`src/common/dpm_pkg.sv`:
```
package dpm_pkg;
	localparam int DATA_W = 9;
	localparam int ADDR_W = 13;
	localparam int TOKEN_CNT = 8;
	localparam int TOKEN_AW = 3;
	localparam logic [12:0] MAILBOX_LEFT = 13'h1ffe;
	localparam logic [12:0] MAILBOX_RIGHT = 13'h1fff;
	localparam logic [8:0] TOKEN_TAKE = 9'h000;
	localparam logic [8:0] TOKEN_FREE = 9'h001;

	localparam logic [7:0] REG_CTRL = 8'h00;
	localparam logic [7:0] REG_ADDR = 8'h04;
	localparam logic [7:0] REG_WDATA = 8'h08;
	localparam logic [7:0] REG_RDATA = 8'h0c;
	localparam logic [7:0] REG_STATUS = 8'h10;

	localparam int CTRL_OP_LSB = 0;
	localparam int CTRL_START_BIT = 3;
	localparam int CTRL_ROLE_BIT = 4;
	localparam int CTRL_SIDE_BIT = 5;
	localparam logic CTRL_ROLE_RESET = 1'b1;
	localparam logic CTRL_SIDE_RESET = 1'b0;

	localparam int STAT_ACTIVE_BIT = 0;
	localparam int STAT_DONE_BIT = 1;
	localparam int STAT_OWNED_BIT = 2;
	localparam int STAT_MAILBOX_BIT = 3;
	localparam int STAT_CONTEND_BIT = 4;

	localparam int CLK_NS = 20;
	localparam int ACCESS_NS = 55;
	localparam int GAP_NS = 15;
	localparam logic [2:0] STROBE_CYC = 3'((ACCESS_NS + CLK_NS - 1) / CLK_NS);
	localparam logic [2:0] GAP_CYC = 3'((GAP_NS + CLK_NS - 1) / CLK_NS);

	typedef enum logic [2:0] {
		OP_READ, OP_WRITE, OP_TOK_REQ, OP_TOK_REL,
		OP_TOK_READ, OP_TOK_INIT, OP_MB_SEND, OP_MB_TAKE
	} dpm_op_t;
endpackage

```
`src/common/dpm_acc_if.sv`:
```
`timescale 1ns/1ps
interface dpm_acc_if;
	logic req;
	logic isWrite;
	logic isToken;
	logic watchBusy;
	logic [12:0] addr;
	logic [8:0] wdata;
	logic [8:0] rdata;
	logic done;
	logic busyHit;
	modport ctl (output req, isWrite, isToken, watchBusy, addr, wdata,
		input rdata, done, busyHit);
	modport seq (input req, isWrite, isToken, watchBusy, addr, wdata,
		output rdata, done, busyHit);
endinterface

```
`src/logic/dpm_host.sv`:
```
`timescale 1ns/1ps
// Summary of operation
// - Token select low steers the access to the token latches.
// - A token is requested by writing 0 to it.
// - Master plus slaves widen the memory with no extra logic.
// - Read data is driven only while output enable is low; the device model drives the inverted memory word while it is high.
// - Chip enable stays high while token select is low.
module dpm_host (
	input wire logic mclk,
	input wire logic reset,
	input wire logic clkEn,
	input wire logic hsel,
	input wire logic [31:0] haddr,
	input wire logic [1:0] htrans,
	input wire logic hwrite,
	input wire logic [2:0] hsize,
	input wire logic [31:0] hwdata,
	input wire logic hready,
	output logic hreadyout,
	output logic hresp,
	output logic [31:0] hrdata,
	output logic [dpm_pkg::ADDR_W-1:0] portAddress,
	output logic [dpm_pkg::DATA_W-1:0] portDataOut,
	output logic portDataOeN,
	input wire logic [dpm_pkg::DATA_W-1:0] portDataIn,
	output logic ceN,
	output logic semN,
	output logic rwN,
	output logic oeN,
	input wire logic busyN,
	input wire logic intN,
	output logic roleMaster
);
	import dpm_pkg::*;

	typedef enum logic [1:0] {CS_IDLE, CS_ISSUE, CS_WAIT} dpm_cs_t;

	dpm_acc_if acc();

	logic busPend;
	logic busWrite;
	logic busHit;
	logic [7:0] busAddr;
	logic wrEn;
	logic rdEn;
	logic sideRight;
	logic [12:0] cmdAddr;
	logic [8:0] cmdData;
	logic [8:0] lastRead;
	logic doneFlag;
	logic contendFlag;
	logic tokenOwned;
	logic mailboxPend;
	dpm_cs_t cstate;
	dpm_op_t curOp;
	logic [2:0] stepIdx;
	logic startReq;
	logic stepWrite;
	logic stepToken;
	logic [12:0] stepAddr;
	logic [8:0] stepData;
	logic lastStep;

	function automatic logic readsToken(input dpm_op_t op);
		readsToken = (op == OP_TOK_REQ) || (op == OP_TOK_READ);
	endfunction

	function automatic logic [12:0] tokenAddr(input logic [2:0] idx);
		tokenAddr = {10'h000, idx};
	endfunction

	dpm_pin_seq uSeq (
		.mclk(mclk),
		.reset(reset),
		.clkEn(clkEn),
		.acc(acc),
		.portAddress(portAddress),
		.portDataOut(portDataOut),
		.portDataOeN(portDataOeN),
		.portDataIn(portDataIn),
		.ceN(ceN),
		.semN(semN),
		.rwN(rwN),
		.oeN(oeN),
		.busyN(busyN)
	);

	// Bus slave: one wait state, so reads see writes of the cycle before
	always_ff @(posedge mclk) begin
		if (reset) begin
			busPend <= 1'b0;
			busWrite <= 1'b0;
			busHit <= 1'b0;
			busAddr <= 8'h00;
			hreadyout <= 1'b1;
			hresp <= 1'b0;
		end else if (clkEn) begin
			if (busPend) begin
				busPend <= 1'b0;
				hreadyout <= 1'b1;
			end else if (hsel && htrans[1] && hready) begin
				busPend <= 1'b1;
				busWrite <= hwrite;
				busHit <= (haddr[31:8] == 24'h000000) && (haddr[1:0] == 2'h0);
				busAddr <= haddr[7:0];
				hreadyout <= 1'b0;
			end
		end
	end

	assign wrEn = busPend && busWrite && busHit;
	assign rdEn = busPend && !busWrite;
	assign startReq = wrEn && (busAddr == REG_CTRL) && hwdata[CTRL_START_BIT]
		&& (cstate == CS_IDLE);

	always_ff @(posedge mclk) begin
		if (reset) begin
			hrdata <= 32'h00000000;
		end else if (clkEn && rdEn) begin
			if (!busHit) begin
				hrdata <= 32'h00000000;
			end else begin
				case (busAddr)
					REG_CTRL: begin
						hrdata <= {26'h0000000, sideRight, roleMaster, 1'b0, curOp};
					end
					REG_ADDR: begin
						hrdata <= {19'h00000, cmdAddr};
					end
					REG_WDATA: begin
						hrdata <= {23'h000000, cmdData};
					end
					REG_RDATA: begin
						hrdata <= {23'h000000, lastRead};
					end
					REG_STATUS: begin
						hrdata <= {27'h0000000, contendFlag, mailboxPend, tokenOwned,
							doneFlag, cstate != CS_IDLE};
					end
					default: begin
						hrdata <= 32'h00000000;
					end
				endcase
			end
		end
	end

	// Configuration and command words
	always_ff @(posedge mclk) begin
		if (reset) begin
			roleMaster <= CTRL_ROLE_RESET;
			sideRight <= CTRL_SIDE_RESET;
			cmdAddr <= 13'h0000;
			cmdData <= 9'h000;
		end else if (clkEn && wrEn) begin
			case (busAddr)
				REG_CTRL: begin
					// Device strap; only the master role watches busy as input, a slave ignores it
					roleMaster <= hwdata[CTRL_ROLE_BIT];
					sideRight <= hwdata[CTRL_SIDE_BIT];
				end
				REG_ADDR: begin
					cmdAddr <= hwdata[12:0];
				end
				REG_WDATA: begin
					cmdData <= hwdata[8:0];
				end
				default: begin
				end
			endcase
		end
	end

	// Pin access wanted by the current step of the running command
	always_comb begin
		stepWrite = 1'b0;
		stepToken = 1'b0;
		stepAddr = cmdAddr;
		stepData = cmdData;
		lastStep = 1'b1;
		case (curOp)
			OP_READ: begin
				stepWrite = 1'b0;
			end
			OP_WRITE: begin
				stepWrite = 1'b1;
			end
			OP_TOK_REQ: begin
				// Write 0 then read back: 0 means owned, 1 means the far side holds it
				stepToken = 1'b1;
				stepAddr = tokenAddr(cmdAddr[2:0]);
				stepWrite = (stepIdx == 3'h0);
				stepData = TOKEN_TAKE;
				lastStep = (stepIdx != 3'h0);
			end
			OP_TOK_REL: begin
				stepToken = 1'b1;
				stepWrite = 1'b1;
				stepAddr = tokenAddr(cmdAddr[2:0]);
				stepData = TOKEN_FREE;
			end
			OP_TOK_READ: begin
				stepToken = 1'b1;
				stepAddr = tokenAddr(cmdAddr[2:0]);
			end
			OP_TOK_INIT: begin
				// Tokens are not cleared at power up; free all eight from this side
				stepToken = 1'b1;
				stepWrite = 1'b1;
				stepAddr = tokenAddr(stepIdx);
				stepData = TOKEN_FREE;
				lastStep = (stepIdx == 3'(TOKEN_CNT - 1));
			end
			OP_MB_SEND: begin
				stepWrite = 1'b1;
				stepAddr = sideRight ? MAILBOX_LEFT : MAILBOX_RIGHT;
			end
			OP_MB_TAKE: begin
				stepAddr = sideRight ? MAILBOX_RIGHT : MAILBOX_LEFT;
			end
			default: begin
			end
		endcase
	end

	// Command sequencer
	always_ff @(posedge mclk) begin
		if (reset) begin
			cstate <= CS_IDLE;
			curOp <= OP_READ;
			stepIdx <= 3'h0;
			acc.req <= 1'b0;
			acc.isWrite <= 1'b0;
			acc.isToken <= 1'b0;
			acc.watchBusy <= 1'b0;
			acc.addr <= 13'h0000;
			acc.wdata <= 9'h000;
			lastRead <= 9'h000;
			tokenOwned <= 1'b0;
		end else if (clkEn) begin
			acc.req <= 1'b0;
			case (cstate)
				CS_IDLE: begin
					if (startReq) begin
						curOp <= dpm_op_t'(hwdata[CTRL_OP_LSB +: 3]);
						stepIdx <= 3'h0;
						cstate <= CS_ISSUE;
					end
				end
				CS_ISSUE: begin
					acc.req <= 1'b1;
					acc.isWrite <= stepWrite;
					acc.isToken <= stepToken;
					acc.watchBusy <= roleMaster;
					acc.addr <= stepAddr;
					acc.wdata <= stepData;
					cstate <= CS_WAIT;
				end
				CS_WAIT: begin
					if (acc.done) begin
						if (!stepWrite) begin
							lastRead <= acc.rdata;
						end
						if (!stepWrite && readsToken(curOp)) begin
							tokenOwned <= ~acc.rdata[0];
						end
						if (lastStep) begin
							cstate <= CS_IDLE;
						end else begin
							stepIdx <= stepIdx + 3'h1;
							cstate <= CS_ISSUE;
						end
					end
				end
				default: begin
					cstate <= CS_IDLE;
				end
			endcase
		end
	end

	// Sticky done and contention flags: a new event wins over a write-one clear in the same cycle; mailbox pending follows intN
	always_ff @(posedge mclk) begin
		if (reset) begin
			doneFlag <= 1'b0;
			contendFlag <= 1'b0;
			mailboxPend <= 1'b0;
		end else if (clkEn) begin
			mailboxPend <= ~intN;
			if (cstate == CS_WAIT && acc.done && lastStep) begin
				doneFlag <= 1'b1;
			end else if (wrEn && busAddr == REG_STATUS && hwdata[STAT_DONE_BIT]) begin
				doneFlag <= 1'b0;
			end
			if (acc.busyHit) begin
				contendFlag <= 1'b1;
			end else if (wrEn && busAddr == REG_STATUS && hwdata[STAT_CONTEND_BIT]) begin
				contendFlag <= 1'b0;
			end
		end
	end
endmodule

```
`src/logic/dpm_pin_seq.sv`:
```
`timescale 1ns/1ps
module dpm_pin_seq (
	input wire logic mclk,
	input wire logic reset,
	input wire logic clkEn,
	dpm_acc_if.seq acc,
	output logic [dpm_pkg::ADDR_W-1:0] portAddress,
	output logic [dpm_pkg::DATA_W-1:0] portDataOut,
	output logic portDataOeN,
	input wire logic [dpm_pkg::DATA_W-1:0] portDataIn,
	output logic ceN,
	output logic semN,
	output logic rwN,
	output logic oeN,
	input wire logic busyN
);
	import dpm_pkg::*;

	typedef enum logic [2:0] {SQ_IDLE, SQ_SELECT, SQ_STROBE, SQ_RELEASE, SQ_GAP} dpm_sq_t;
	dpm_sq_t state;
	logic [2:0] cnt;
	logic curWrite;
	logic curToken;
	logic curWatch;

	always_ff @(posedge mclk) begin
		if (reset) begin
			state <= SQ_IDLE;
			cnt <= 3'h0;
			curWrite <= 1'b0;
			curToken <= 1'b0;
			curWatch <= 1'b0;
			portAddress <= '0;
			portDataOut <= '0;
			portDataOeN <= 1'b1;
			ceN <= 1'b1;
			semN <= 1'b1;
			rwN <= 1'b1;
			oeN <= 1'b1;
			acc.rdata <= '0;
			acc.done <= 1'b0;
			acc.busyHit <= 1'b0;
		end else if (clkEn) begin
			acc.done <= 1'b0;
			acc.busyHit <= 1'b0;
			case (state)
				SQ_IDLE: begin
					if (acc.req) begin
						curWrite <= acc.isWrite;
						curToken <= acc.isToken;
						curWatch <= acc.watchBusy & ~acc.isToken;
						portAddress <= acc.addr;
						portDataOut <= acc.wdata;
						portDataOeN <= ~acc.isWrite;
						// Only one select low at a time
						ceN <= acc.isToken;
						semN <= ~acc.isToken;
						state <= SQ_SELECT;
					end
				end
				SQ_SELECT: begin
					// Contention: hold the strobe off until the busy flag clears
					if (curWatch && !busyN) begin
						acc.busyHit <= 1'b1;
					end else begin
						rwN <= ~curWrite;
						oeN <= curWrite;
						cnt <= STROBE_CYC - 3'h1;
						state <= SQ_STROBE;
					end
				end
				SQ_STROBE: begin
					if (cnt == 3'h0) begin
						if (!curWrite) begin
							acc.rdata <= portDataIn;
						end
						// Rising write strobe ends the write
						rwN <= 1'b1;
						oeN <= 1'b1;
						state <= SQ_RELEASE;
					end else begin
						cnt <= cnt - 3'h1;
					end
				end
				SQ_RELEASE: begin
					ceN <= 1'b1;
					semN <= 1'b1;
					portDataOeN <= 1'b1;
					acc.done <= 1'b1;
					cnt <= GAP_CYC - 3'h1;
					state <= SQ_GAP;
				end
				SQ_GAP: begin
					// Selects stay off before the next access, so a token read sees the write
					if (cnt == 3'h0) begin
						state <= SQ_IDLE;
					end else begin
						cnt <= cnt - 3'h1;
					end
				end
				default: begin
					state <= SQ_IDLE;
				end
			endcase
		end
	end
endmodule

```
`config.mk`:
```
export PLATFORM = sky130hd
export DESIGN_NAME = dpm_host
export DESIGN_NICKNAME = d
export VERILOG_FILES = /design/src/common/dpm_pkg.sv /design/src/common/dpm_acc_if.sv /design/src/logic/dpm_host.sv /design/src/logic/dpm_pin_seq.sv
export SDC_FILE = /design/constraint.sdc
export NUM_CORES = 1
export LEC_CHECK = 0
export ABC_AREA = 1
export ABC_CLOCK_PERIOD_IN_PS = 2300
export BUFFER_PORTS_ARGS = -buffer_cell sky130_fd_sc_hd__buf_2
export CAP_MARGIN = 20
export CELL_PAD_IN_SITES_DETAIL_PLACEMENT = 1
export CELL_PAD_IN_SITES_GLOBAL_PLACEMENT = 1
export CORE_ASPECT_RATIO = 1.25
export CORE_MARGIN = 2
export CORE_UTILIZATION = 41
export CTS_BUF_LIST = sky130_fd_sc_hd__clkbuf_8 sky130_fd_sc_hd__clkbuf_16
export DETAILED_ROUTE_END_ITERATION = 8
export PLACE_DENSITY = 0.86
export REMOVE_ABC_BUFFERS = 1
export SETUP_SLACK_MARGIN = 0.2
export SLEW_MARGIN = 30
export SYNTH_ARGS = -nofsm -noshare
export SYNTH_HDL_FRONTEND = slang
export SYNTH_SLANG_ARGS = --single-unit
```
`constraint.sdc`:
```
create_clock -name mclk -period 2.3 [get_ports mclk]
set_clock_uncertainty 0.15 [all_clocks]
set_input_delay 0 -clock mclk [delete_from_list [all_inputs] [get_ports mclk]]
set_output_delay 0 -clock mclk [all_outputs]
set_load 0.05 [all_outputs]
```
==> reports/results.tsv <==
metric	value	unit
final hold vios	0	
Leakage	3.34	nW
cell family with most CP delay	buffers and inverters	
Crit path top cell by count	dlygate4sd3_1	
crit path DAT	2.22	ns
Min Clock Period, post-route	2.01	ns
share of layout cells above drive strength 1	18.4	%
final net count	1071	
final total power	5.68	mW
Peak Freq	0.497	GHz
Clock Pin Slew Worst Setup and Hold Paths	0.06	ns
Startpoint Class	input port	
slowest library cell on the worst path	dlygate4sd3_1	
wire length per cell	17.1	um
total CTS buffers	17	
GRT Residual Overflow	0	
commonest non-fill, non-tap cell in the layout	dfxtp_1	
status	complete, no violations	
TritonCTS clock tree	done	
Layout Utilization	53.1	%
initial antenna violation count	0	
Area growth syn-to-layout	27.6	%
slowest cell delay on critical path	0.59	ns
Final Slew Violations	0	
cell taking the most area after synthesis	dfxtp_1	
multi-input logic area	2760	um2
Netlist Area Pre-Place	6170	um2
Avg Vias per Cell	5.31	
crit share post-route	87.5	%
DIE AREA	16100	um2
critical path capture point type	flop	
DR pass1 iterations	6	
Die Y	141	um
via count	6250	
Detailed Place HPWL	12100	um
most frequent cells in the layout	dfxtp_1 (142), nand2_1 (132), buf_2 (103)	
Peak supply drop	0.000408	V
Post-Route WL	20100	um
Port Buf Inserts	104	
filler instances	1856	
Max Cap Violations	0	
slew of the pin with the lowest slew margin	0.659	ns
largest net degree at the start of global routing	56	
critical path, cell by cell	dlygate4sd3_1 -> buf_2 -> inv_2 -> buf_12 -> o21ai_0 -> a21oi_1 -> dlygate4sd3_1	
H-tree Lvls	4	
Clock Path Buffers	2	
Reg area	2840	um2
I/O pin count	148	
crit path buf inv count	5	
Hold Path Class	input port to flop	
post-synthesis cell count	833	
Horiz. Die Dim	114	um
RSZ-0062 raised after global routing	no	
setup repair bufs after CTS	0	
DRT iter0 DRCs	305	
CTS Sinks	142	
routability cong.	0.848	
first-pass GRT wire length	32800	um
Setup Crit Path Kind	input port to flop	
Syn Area/Cell	7.41	um2
register area share after synthesis	46.1	%
vias in the first global route	6570	
Yosys top cell area share	46.1	%
Post-DRT Antenna Nets	0	
Synth warnings	0	
final setup fails	0	
Root Driver	clkbuf_16	
CP max FO	39	
Netlist cell types	34	
row count	50	
power per cell area	722	nW/um2
clk_lat worst skew	0.42	ns
gr usage total	25.5	%
core area	14800	um2
Worst EP required	2.51	ns
Setup TNS	0	ns
post-synthesis register bit count	142	
worst relative slew slack	56.0	%
top cells by area, synth	dfxtp_1 (46%), nand2_1 (8.0%), a21oi_1 (7.5%), o21ai_0 (6.6%), nand3_1 (5.9%)	
# DRC	0	
Initial Util	41.6	%
## per-stage QoR
| step | std cells | instance area, um2 | hold slack (ns) | setup slack (ns) |
|---|---|---|---|---|
| 3_3_place_gp | 1092 | 6770 | 0.0311 | 0.494 |
| 5_1_grt | 1175 | 7870 | 0.0702 | 0.207 |
| 4_1_cts | 1176 | 7870 | 0.00100 | 0.284 |
| 3_5_place_dp | 1092 | 6770 | 0.0346 | 0.456 |
| 2_1_floorplan | 794 | 5900 | -0.0809 | 0.0634 |
| 6_report | 1176 | 7870 | 0.0375 | 0.288 |
## cell type report
type | count | area share (%)
timing repair buffer | 167 | 14.7
multi-input combinational | 571 | 35.1
tap | 182 | 2.89
inverter | 81 | 3.86
clock inverter | 15 | 1.88
antenna | 1 | 0.0318
sequential | 142 | 36.1
clock buffer | 17 | 5.40
## worst reg2reg max path, stage by stage, from the launching register on
cell and delay [ns]:
dfxtp_1 0.32, inv_1 0.08, nand2_1 0.16, nor2_1 0.31
nand2_2 0.14, nor2_4 0.21, buf_4 0.22, o21ai_0 0.10
nor2_1 0.19
## power breakdown
part           switching, mW  internal (mW)
Sequential            0.0197           2.48
Combinational          0.297          0.159
Clock                   1.20           1.52
Total                   1.52           4.17
## layer usage
layer,track usage (%),vias to the layer above,share of wire (%)
met4,12.2,0,3.4
met5,0,-,0
met3,5.85,62,5.0
met1,28.8,2985,40
met2,45.3,187,51
li1,-,3016,-
## worst paths after layout
kind	cells after the start	start	end	slack [ns]
setup / recovery	7	reset	mailboxPend$_SDFFE_PP0P_	0.29
hold reg to reg	2	uSeq.portAddress[0]$_SDFFE_PP0P_	uSeq.portAddress[0]$_SDFFE_PP0P_	0.29
setup reg to reg	8	busAddr[0]$_SDFFE_PP0P_	cmdAddr[12]$_SDFFE_PP0P_	0.34
hold / removal	6	busyN	uSeq.acc.busyHit$_SDFFE_PP0P_	0.04
## Yosys cell counts
cell type    n
nand4_1      7
conb_1       1
nor3_1       4
nand2_4      1
inv_2       10
clkbuf_1    20
o211ai_1     4
nand2_1    132
nor2_2       4
a22oi_2      1
o21ai_0     82
buf_2       10
nor4_1       4
nor3_2       1
nand3b_1     3
inv_1       70
buf_4       25
nor3_4       2
buf_6        3
a21oi_1     93
nand2_2      4
a211oi_1     1
clkinv_1     1
nor2_4       7
ha_1         5
nor2_1      97
o21ai_1      9
nand3_1     73
nand3_2      2
a31o_2       1
a31oi_1     12
mux2i_1      1
dfxtp_1    142
xor2_1       1
## what timing repair did
action | in CTS | in global routing
hold buffers | 52 | 0
gates resized for setup | 0 | 3
setup endpoints to repair | 0 | 2
hold endpoints to repair | 63 | 0
## sequential cells by signal, summed over array words and instances, names as in the netlist, 2 cells and up
| register | count |
|---|---|
| acc.addr | 13 |
| cmdAddr | 13 |
| acc.wdata | 9 |
| uSeq.cnt | 3 |
| stepIdx | 3 |
| curOp | 3 |
| lastRead | 9 |
| busAddr | 8 |
| uSeq.portDataOut | 9 |
| uSeq.state | 3 |
| uSeq.acc.rdata | 9 |
| uSeq.portAddress | 13 |
| hrdata | 13 |
| cmdData | 9 |
| cstate | 2 |
## cell families (layout without fill, tap and decap cells)
group / Yosys count / in the layout / synth area share [%]
adders and majority gates: 5 / 5 / 1.01
xor gates and xnor gates: 1 / 1 / 0.142
DFF: 142 / 142 / 46.1
other: 1 / 21 / 0.0608
buffers and inverters: 139 / 280 / 10.5
and+or+nand+nor: 341 / 341 / 24.9
muxes: 1 / 1 / 0.162
AOI/OAI and AO/OA: 203 / 203 / 17.1
No activity file was read; power rests on OpenSTA's default activity.
